## config.mk

```make
export PLATFORM = sky130hd
export DESIGN_NAME = interview_residual_predict
export DESIGN_NICKNAME = d
export VERILOG_FILES = /design/src/hdl/irp_pkg.sv /design/src/hdl/res_mem_if.sv /design/src/hdl/ref_res_mem.sv /design/src/hdl/interview_residual_predict.sv
export SDC_FILE = /design/constraint.sdc
export NUM_CORES = 1
export LEC_CHECK = 0
export BUFFER_PORTS_ARGS = -buffer_cell sky130_fd_sc_hd__buf_2
export CAP_MARGIN = 10
export CORE_UTILIZATION = 60
export DETAILED_ROUTE_END_ITERATION = 7
export PLACE_DENSITY = 0.88
export SLEW_MARGIN = 20
export SYNTH_ARGS = -nofsm -noshare
export SYNTH_HDL_FRONTEND = slang
export SYNTH_HIERARCHICAL = 1
export SYNTH_SLANG_ARGS = --single-unit
```

## constraint.sdc

```tcl
create_clock -name ref_clk -period 7.39 [get_ports ref_clk]
set_input_delay 0 -clock ref_clk [delete_from_list [all_inputs] [get_ports ref_clk]]
set_output_delay 0 -clock ref_clk [all_outputs]
set_load 0.02 [all_outputs]
```

## src/hdl/irp_pkg.sv

```systemverilog
package irp_pkg;
	// block geometry: square coding unit, one residual sample per cycle
	localparam int BLK_SIZE   = 8;
	localparam int BLK_LOG2   = 3;
	localparam int BLK_AREA   = BLK_SIZE * BLK_SIZE;
	localparam int ADDR_W     = 6;
	localparam logic [11:0] BLK_HALF = 12'h004;

	// sample widths
	localparam int DEPTH_W    = 8;
	localparam int RES_W      = 9;
	localparam int DIFF_W     = 10;
	localparam int COORD_W    = 12;
	localparam int REF_COORD_W = 13;

	// depth to disparity: disp = (depth * scale + offset) >>> DISP_SHIFT, quarter-sample units
	localparam int DISP_W     = 12;
	localparam int DISP_SHIFT = 8;
	localparam int FRAC_W     = 2;
	localparam int PROD_W     = 24;

	// bilinear weights for quarter positions
	localparam logic signed [3:0] WEIGHT_ONE = 4'sh4;
	localparam logic signed [12:0] ROUND_ADD = 13'sh0002;

	localparam logic [ADDR_W-1:0] LAST_IDX = 6'h3F;

	typedef enum logic [6:0] {
		ST_IDLE   = 7'h01,
		ST_DEPTH  = 7'h02,
		ST_CONV   = 7'h04,
		ST_FETCH  = 7'h08,
		ST_DRAIN  = 7'h10,
		ST_DECIDE = 7'h20,
		ST_STREAM = 7'h40
	} state_t;
endpackage

```

## src/hdl/res_mem_if.sv

```systemverilog
`timescale 1ns/100ps
// carries the reference residual block between the control logic and its store
interface res_mem_if;
	logic                                 wr_en;
	logic [irp_pkg::ADDR_W-1:0]           wr_addr;
	logic signed [irp_pkg::RES_W-1:0]     wr_data;
	logic [irp_pkg::ADDR_W-1:0]           rd_addr;
	logic signed [irp_pkg::RES_W-1:0]     rd_data;

	modport ctrl (output wr_en, output wr_addr, output wr_data, output rd_addr, input rd_data);
	modport mem  (input wr_en, input wr_addr, input wr_data, input rd_addr, output rd_data);
endinterface

```

## src/hdl/ref_res_mem.sv

```systemverilog
`timescale 1ns/100ps
module ref_res_mem
(
	input  wire logic ref_clk,
	res_mem_if.mem    port
);
	logic signed [irp_pkg::RES_W-1:0] store [irp_pkg::BLK_AREA];

	// no reset on the array: contents are always written before a prediction uses them
	// read data is registered, so it lines up with the delayed current sample
	always_ff @(posedge ref_clk)
	begin
		port.rd_data <= store[port.rd_addr];
		if (port.wr_en)
			store[port.wr_addr] <= port.wr_data;
	end
endmodule

```

## src/hdl/interview_residual_predict.sv

```systemverilog
`timescale 1ns/100ps
module interview_residual_predict
(
	input  wire logic                                  ref_clk,
	input  wire logic                                  reset_n,
	input  wire logic                                  blk_start,
	input  wire logic [irp_pkg::COORD_W-1:0]           blk_x,
	input  wire logic [irp_pkg::COORD_W-1:0]           blk_y,
	input  wire logic                                  depth_component,
	input  wire logic signed [7:0]                     depth_scale,
	input  wire logic signed [15:0]                    depth_offset,
	output logic                                       depth_rd_req,
	output logic [irp_pkg::COORD_W-1:0]                depth_rd_x,
	output logic [irp_pkg::COORD_W-1:0]                depth_rd_y,
	input  wire logic [irp_pkg::DEPTH_W-1:0]           depth_rd_data,
	output logic                                       ref_rd_req,
	output logic signed [irp_pkg::REF_COORD_W-1:0]     ref_rd_x,
	output logic signed [irp_pkg::REF_COORD_W-1:0]     ref_rd_y,
	input  wire logic signed [irp_pkg::RES_W-1:0]      ref_rd_data0,
	input  wire logic signed [irp_pkg::RES_W-1:0]      ref_rd_data1,
	output logic                                       flag_present,
	input  wire logic                                  usage_flag_valid,
	input  wire logic                                  usage_flag,
	input  wire logic                                  cur_res_valid,
	input  wire logic signed [irp_pkg::RES_W-1:0]      cur_res,
	output logic                                       out_valid,
	output logic signed [irp_pkg::DIFF_W-1:0]          out_res,
	output logic                                       out_last,
	output logic                                       out_pred_used,
	output logic                                       busy
);
	irp_pkg::state_t state;
	irp_pkg::state_t next_state;

	res_mem_if mem_bus ();

	logic [irp_pkg::COORD_W-1:0]           blk_x_r;
	logic [irp_pkg::COORD_W-1:0]           blk_y_r;
	logic signed [irp_pkg::DISP_W-1:0]     disp;
	logic [irp_pkg::ADDR_W-1:0]            fetch_idx;
	logic [irp_pkg::ADDR_W-1:0]            req_idx;
	logic                                  ret_valid;
	logic [irp_pkg::ADDR_W-1:0]            ret_idx;
	logic                                  nonzero;
	logic                                  use_pred;
	logic [irp_pkg::ADDR_W-1:0]            stream_idx;
	logic                                  v_d;
	logic                                  last_d;
	logic signed [irp_pkg::RES_W-1:0]      cur_d;

	// row and column of a sample inside the block, raster order
	function automatic logic [irp_pkg::COORD_W-1:0] idx_col(input logic [irp_pkg::ADDR_W-1:0] i);
		idx_col = {9'h000, i[irp_pkg::BLK_LOG2-1:0]};
	endfunction
	function automatic logic [irp_pkg::COORD_W-1:0] idx_row(input logic [irp_pkg::ADDR_W-1:0] i);
		idx_row = {9'h000, i[irp_pkg::ADDR_W-1:irp_pkg::BLK_LOG2]};
	endfunction

	// depth to disparity, quarter-sample result; scale and offset carry the camera set-up
	// both factors widen before the product, otherwise it would wrap at nine bits
	wire signed [irp_pkg::PROD_W-1:0] disp_full = irp_pkg::PROD_W'($signed({1'b0, depth_rd_data}))
		* irp_pkg::PROD_W'(depth_scale) + irp_pkg::PROD_W'(depth_offset);
	wire signed [irp_pkg::DISP_W-1:0] next_disp =
		disp_full[irp_pkg::DISP_SHIFT+irp_pkg::DISP_W-1:irp_pkg::DISP_SHIFT];

	// reference block origin: integer part of the disparity added to the block corner's x; y is the corner's own y
	wire signed [irp_pkg::DISP_W-3:0]       disp_int = disp[irp_pkg::DISP_W-1:irp_pkg::FRAC_W];
	wire [irp_pkg::FRAC_W-1:0]              disp_frac = disp[irp_pkg::FRAC_W-1:0];
	wire signed [irp_pkg::REF_COORD_W-1:0]  base_x = $signed({1'b0, blk_x_r})
		+ irp_pkg::REF_COORD_W'(disp_int);
	wire signed [irp_pkg::REF_COORD_W-1:0]  base_y = $signed({1'b0, blk_y_r});

	// bilinear blend; a zero fraction gives the left sample exactly
	wire signed [3:0]  w_right = $signed({2'b00, disp_frac});
	wire signed [3:0]  w_left = irp_pkg::WEIGHT_ONE - w_right;
	wire signed [12:0] interp_sum = 13'(w_left) * 13'(ref_rd_data0)
		+ 13'(w_right) * 13'(ref_rd_data1) + irp_pkg::ROUND_ADD;
	wire signed [irp_pkg::RES_W-1:0] interp = interp_sum[irp_pkg::RES_W+1:2];

	wire fetch_done = (state == irp_pkg::ST_DRAIN) && !ref_rd_req && !ret_valid;
	wire cur_take = (state == irp_pkg::ST_STREAM) && cur_res_valid;
	wire signed [irp_pkg::DIFF_W-1:0] cur_ext = irp_pkg::DIFF_W'(cur_d);
	wire signed [irp_pkg::DIFF_W-1:0] ref_ext = irp_pkg::DIFF_W'(mem_bus.rd_data);
	wire signed [irp_pkg::DIFF_W-1:0] next_out = use_pred ? cur_ext - ref_ext : cur_ext;

	// the store is written as reference samples return and read in step with the stream
	assign mem_bus.wr_en   = ret_valid;
	assign mem_bus.wr_addr = ret_idx;
	assign mem_bus.wr_data = interp;
	assign mem_bus.rd_addr = stream_idx;

	ref_res_mem u_mem
	(
		.ref_clk (ref_clk),
		.port    (mem_bus)
	);

	// sequencing of one coding unit
	always_comb
	begin
		next_state = state;
		case (state)
			irp_pkg::ST_IDLE:
				if (blk_start)
					next_state = depth_component ? irp_pkg::ST_STREAM : irp_pkg::ST_DEPTH;
			irp_pkg::ST_DEPTH:  next_state = irp_pkg::ST_CONV;
			irp_pkg::ST_CONV:   next_state = irp_pkg::ST_FETCH;
			irp_pkg::ST_FETCH:
				if (fetch_idx == irp_pkg::LAST_IDX)
					next_state = irp_pkg::ST_DRAIN;
			irp_pkg::ST_DRAIN:
				if (fetch_done)
					next_state = nonzero ? irp_pkg::ST_DECIDE : irp_pkg::ST_STREAM;
			irp_pkg::ST_DECIDE:
				if (usage_flag_valid)
					next_state = irp_pkg::ST_STREAM;
			irp_pkg::ST_STREAM:
				if (cur_take && stream_idx == irp_pkg::LAST_IDX)
					next_state = irp_pkg::ST_IDLE;
			default:            next_state = irp_pkg::ST_IDLE;
		endcase
	end

	always_ff @(posedge ref_clk or negedge reset_n)
	begin
		if (!reset_n)
		begin
			state <= irp_pkg::ST_IDLE;
			busy  <= 1'b0;
		end
		else
		begin
			state <= next_state;
			busy  <= (next_state != irp_pkg::ST_IDLE);
		end
	end

	// block corner capture and the single middle-sample depth read
	always_ff @(posedge ref_clk or negedge reset_n)
	begin
		if (!reset_n)
		begin
			blk_x_r      <= 12'h000;
			blk_y_r      <= 12'h000;
			depth_rd_req <= 1'b0;
			depth_rd_x   <= 12'h000;
			depth_rd_y   <= 12'h000;
			disp         <= 12'h000;
		end
		else
		begin
			depth_rd_req <= (state == irp_pkg::ST_IDLE) && blk_start && !depth_component;
			if (state == irp_pkg::ST_IDLE && blk_start)
			begin
				blk_x_r    <= blk_x;
				blk_y_r    <= blk_y;
				depth_rd_x <= blk_x + irp_pkg::BLK_HALF;
				depth_rd_y <= blk_y + irp_pkg::BLK_HALF;
			end
			if (state == irp_pkg::ST_CONV)
				disp <= next_disp;
		end
	end

	// reference fetch: request one cycle after issue, data one cycle after request
	always_ff @(posedge ref_clk or negedge reset_n)
	begin
		if (!reset_n)
		begin
			fetch_idx  <= 6'h00;
			req_idx    <= 6'h00;
			ref_rd_req <= 1'b0;
			ref_rd_x   <= 13'h0000;
			ref_rd_y   <= 13'h0000;
			ret_valid  <= 1'b0;
			ret_idx    <= 6'h00;
		end
		else
		begin
			ref_rd_req <= (state == irp_pkg::ST_FETCH);
			ret_valid  <= ref_rd_req;
			ret_idx    <= req_idx;
			if (state == irp_pkg::ST_FETCH)
			begin
				fetch_idx <= fetch_idx + 6'h01;
				req_idx   <= fetch_idx;
				ref_rd_x  <= base_x + $signed({1'b0, idx_col(fetch_idx)});
				ref_rd_y  <= base_y + $signed({1'b0, idx_row(fetch_idx)});
			end
			else
				fetch_idx <= 6'h00;
		end
	end

	// per coding unit decision; an absent flag counts as zero
	always_ff @(posedge ref_clk or negedge reset_n)
	begin
		if (!reset_n)
		begin
			nonzero      <= 1'b0;
			use_pred     <= 1'b0;
			flag_present <= 1'b0;
		end
		else
		begin
			if (state == irp_pkg::ST_IDLE && blk_start)
			begin
				nonzero  <= 1'b0;
				use_pred <= 1'b0;
			end
			else if (ret_valid && interp != 9'h000)
				nonzero <= 1'b1;
			if (fetch_done && nonzero)
				flag_present <= 1'b1;
			else if (state == irp_pkg::ST_DECIDE && usage_flag_valid)
				flag_present <= 1'b0;
			if (state == irp_pkg::ST_DECIDE && usage_flag_valid)
				use_pred <= (usage_flag == 1'b1);
			else if (fetch_done && !nonzero)
				use_pred <= 1'b0;
		end
	end

	// stream: the registered store read lines up with the delayed current sample
	always_ff @(posedge ref_clk or negedge reset_n)
	begin
		if (!reset_n)
		begin
			stream_idx    <= 6'h00;
			v_d           <= 1'b0;
			last_d        <= 1'b0;
			cur_d         <= 9'h000;
			out_valid     <= 1'b0;
			out_res       <= 10'h000;
			out_last      <= 1'b0;
			out_pred_used <= 1'b0;
		end
		else
		begin
			v_d    <= cur_take;
			last_d <= cur_take && stream_idx == irp_pkg::LAST_IDX;
			if (cur_take)
			begin
				cur_d      <= cur_res;
				stream_idx <= stream_idx + 6'h01;
			end
			out_valid <= v_d;
			out_last  <= last_d;
			if (v_d)
			begin
				out_res       <= next_out;
				out_pred_used <= use_pred;
			end
		end
	end

	AST_MID_SAMPLE: assert property (@(posedge ref_clk) disable iff (!reset_n)
		depth_rd_req |-> depth_rd_x == blk_x_r + irp_pkg::BLK_HALF
			&& depth_rd_y == blk_y_r + irp_pkg::BLK_HALF)
		else $error("depth read not at block middle");

	AST_DEPTH_USED: assert property (@(posedge ref_clk) disable iff (!reset_n)
		state == irp_pkg::ST_CONV |=> disp == $past(next_disp) && $past(depth_rd_req, 2))
		else $error("disparity not taken from the depth read");

	AST_REF_ORIGIN: assert property (@(posedge ref_clk) disable iff (!reset_n)
		state == irp_pkg::ST_FETCH && fetch_idx == 6'h00
		|=> ref_rd_req && ref_rd_x == $past(base_x) && ref_rd_y == $past(base_y))
		else $error("reference origin wrong");

	AST_INTEGER_POS: assert property (@(posedge ref_clk) disable iff (!reset_n)
		ret_valid && disp_frac == 2'h0 |-> mem_bus.wr_data == ref_rd_data0)
		else $error("integer position altered the reference sample");

	AST_DIFF: assert property (@(posedge ref_clk) disable iff (!reset_n)
		v_d && use_pred |=> out_valid && out_res == $past(cur_ext) - $past(ref_ext))
		else $error("prediction difference wrong");

	AST_PASS: assert property (@(posedge ref_clk) disable iff (!reset_n)
		v_d && !use_pred |=> out_valid && out_res == $past(cur_ext) && !out_pred_used)
		else $error("residual not passed unchanged");

	AST_FLAG_NONZERO: assert property (@(posedge ref_clk) disable iff (!reset_n)
		$rose(flag_present) |-> nonzero && state == irp_pkg::ST_DECIDE)
		else $error("flag asked for an all-zero reference");

	AST_ABSENT_ZERO: assert property (@(posedge ref_clk) disable iff (!reset_n)
		fetch_done && !nonzero |=> !use_pred && !flag_present && state == irp_pkg::ST_STREAM)
		else $error("absent flag not treated as zero");

	AST_DEPTH_OFF: assert property (@(posedge ref_clk) disable iff (!reset_n)
		state == irp_pkg::ST_IDLE && blk_start && depth_component
		|=> state == irp_pkg::ST_STREAM && !use_pred && !depth_rd_req)
		else $error("prediction active for depth component");

	AST_FRESH_CU: assert property (@(posedge ref_clk) disable iff (!reset_n)
		state == irp_pkg::ST_IDLE && blk_start |=> !use_pred && !nonzero)
		else $error("decision carried over between coding units");

	AST_USE_FLAG: assert property (@(posedge ref_clk) disable iff (!reset_n)
		state == irp_pkg::ST_DECIDE && usage_flag_valid |=> use_pred == $past(usage_flag))
		else $error("usage flag not applied");
endmodule

```

==> flow_summary.ini <==
[status]
outcome = completed

[synthesis]
synth_top_cell_area_share_pct = 51.64
ys_warn_count = 6
yosys_most_used_dff = edfxtp_1
syn_nets = 2490
syn-cell-area_um2 = 33500
synth_area_per_cell_um2 = 15.14
synthTopCellsByArea = edfxtp_1, dfrtp_1, mux4_2, fa_1, ha_1
synth_top_cells_by_count = edfxtp_1, nand2_1, inv_1
ys_seq_elements = 727
synth_cells = 2212
synth.most_common_cell = edfxtp_1
async_flop_share_pct = 19.53
seq_area_frac_synth_pct = 62.79
synth_edf_count = 576
yosys.area.top_type = edfxtp_1
synthDistinctLibCells = 72

[timing]
final_max_slew_viol_count = 0
relSlewSlack_pct = 21.55
max_freq_mhz = 151.5
rsz0062_at_grt = no
skew_ns = 0.02498
finalCritPeriodShare_pct = 89.34
hold_violations = 0
tns_ns = 0
finalSetupViolCount = 0
max_slew.worst_pin.slew_ns = 1.172
period_minus_slack_ns = 6.602

[grt]
globalRouteMet3Util_pct = 6.328
antenna_found_initial = 2
grt_usage_pct = 29.03
grt_max_degree = 70
grt_overflow = 0
grt.busiest_layer = met2
grt_use_met1_pct = 36.62
grt_pass1_wl_mm = 123.3
grt_pass1_vias = 20890
grt_use_met2_pct = 48.60

[clocking]
root_buffer = clkbuf_16
path_clk_slew_ns = 0.06
holdBufCountCts = 44
cts.sinks = 727
clk_path_buf_depth = 3
clock_latency_ns = 0.62
cts_tree = yes
cts_buffers = 71
postCtsSetupBuffers = 0
cts_max_level = 3
cts_resized = 0

[place]
dp_cells = 3050
hpwl_mm = 49.14
place_congestion = 0.9030
placed_cell_area_um2 = 35060
port_buffers = 156

[setup_path]
crit_slowest_cell = xor2_4
critPathMaxStageDelay_ns = 0.89
path_cells = inv_1, ha_1, and2_1, ha_1, fa_1, inv_1, fa_1, fa_1, inv_1, ha_1, a21o_2, a21oi_1, a31oi_1, o21ai_0, o21ai_0, xor2_4, buf_4
worstRegToRegCells = 17
end_kind = flop
crit_family = adder cells
timing.rr.end = u_mem/store[48][8]
arrival_ns = 7.03
cp-start-kind = flop
worstPathMaxFanout = 41
crit_buf_inv = 4
r2r_start = disp[0]
reg2reg_slack_ns = 0.79
crit_required_ns = 7.81
crit_type = reg2reg

[route]
wl_per_cell_um = 24.93
first_iter_violations = 2285
dr.pass1.iters = 6
antenna_left = 0
drc = 0
routed_wl_mm = 80.45
num_vias = 20520
vias_per_cell = 6.358

[final_layout]
layout-drive-gt1-share_pct = 18.72
nFillCells = 3376
syn2layout_area_growth_pct = 13.13
num-nets-final = 2698
design_area_um2 = 37900
diodes = 0
seqCellArea_um2 = 21040
multi_input_area_um2 = 11520
fin_cells = 3227

[floorplan]
floorplan.rows = 86
ioPinCount = 157
die_h_um = 238.3
floorplan.initialDensity_pct = 60.80
dieArea_um2 = 56780
die_w_um = 238.3
core_area_um2 = 55090

[hold_path]
hold-path-endpoint = disp[0]
hp-class = in2reg
min_from = depth_offset[7]
min_path_cells = 6

[run]
drv_cap = 0
## flip-flops by register name, summed over array words and instances (netlist names), 7 cells and up
signal,count
disp,10
u_mem/port.rd_data,9
blk_x_r,10
depth_rd_y,12
ref_rd_x,13
blk_y_r,10
out_res,10
state,7
ref_rd_y,13
depth_rd_x,12
cur_d,9
u_mem/store,576
## worst max-delay path by stage
stage	start	end	slack [ns]	depth (start not counted)
3_3_place_gp	disp[0]	u_mem/store[59][8]	1.10	17
5_1_grt	disp[0]	u_mem/store[48][8]	0.51	17
6_report	disp[0]	u_mem/store[48][8]	0.79	17
4_1_cts	disp[0]	u_mem/store[48][8]	0.83	17
3_5_place_dp	disp[0]	u_mem/store[57][8]	0.86	17
2_1_floorplan	disp[0]	u_mem/store[0][8]	0.56	19
## layer usage
layer / vias to the layer above / part of all wire, %
li1: 8551 / -
met1: 10300 / 35
met2: 1376 / 50
met3: 288 / 9.9
met4: 4 / 4.8
met5: - / 0.031
## tightest hold or removal path, cell delays in order
cell and delay (ns):
buf_2 0.09, fa_1 0.16, ha_1 0.13, inv_1 0.06, xnor2_1 0.13, o21ai_0 0.07
## logic make-up after synthesis
logic type / share of synthesized area, %
buf+inv: 3.220
simple gates: 8.083
xor+xnor: 1.621
flops: 62.79
compound gates: 4.262
fa+ha+maj: 8.860
mux: 11.17
## cell usage in the layout (no fill, tap or decap), types with 9 or more instances in the layout
master | synthesis | layout
a211oi_1 | 11 | 11
a21o_1 | 10 | 10
a21oi_1 | 32 | 32
a22oi_1 | 17 | 17
and2_1 | 73 | 73
and3_1 | 14 | 14
buf_2 | 14 | 155
buf_4 | 13 | 22
clkbuf_1 | 50 | 18
clkbuf_16 | 0 | 75
clkinv_1 | 1 | 10
clkinv_2 | 0 | 9
dfrtp_1 | 141 | 138
dfxtp_1 | 9 | 9
dlygate4sd3_1 | 0 | 43
edfxtp_1 | 576 | 576
fa_1 | 82 | 81
ha_1 | 106 | 106
inv_1 | 161 | 161
mux2i_1 | 23 | 23
mux4_2 | 143 | 143
nand2_1 | 252 | 252
nand2b_1 | 13 | 12
nand3_1 | 36 | 35
nand3b_1 | 9 | 9
nand4_1 | 10 | 10
nor2_1 | 122 | 118
nor2b_1 | 24 | 23
o211ai_1 | 9 | 9
o21ai_0 | 66 | 66
o22ai_1 | 9 | 9
xnor2_1 | 31 | 29
xor2_1 | 31 | 27
## cell type report
type / count / share of cell area, %
flip-flops and latches: 727 / 55.53
multi-input cells: 1234 / 30.41
clock buffers: 95 / 5.204
repair buffers: 223 / 3.774
well taps: 748 / 2.470
inverters: 163 / 1.615
clock inverters: 37 / 0.9971
## through the flow
stage                     hold slack, ns  util [%]  setup WS, ns
after floorplan                  -0.2956         -        0.5574
after global placement           0.05603     63.63         1.100
after detailed placement         0.07170     63.63        0.8634
after CTS                        0.06115     68.71        0.8309
after global routing              0.1144     68.78        0.5146
final                            0.07655     68.78        0.7880
Power is left out: the tool's default activity adds up to more than one toggle a clock period on the data nets, which glitch-free logic cannot reach.
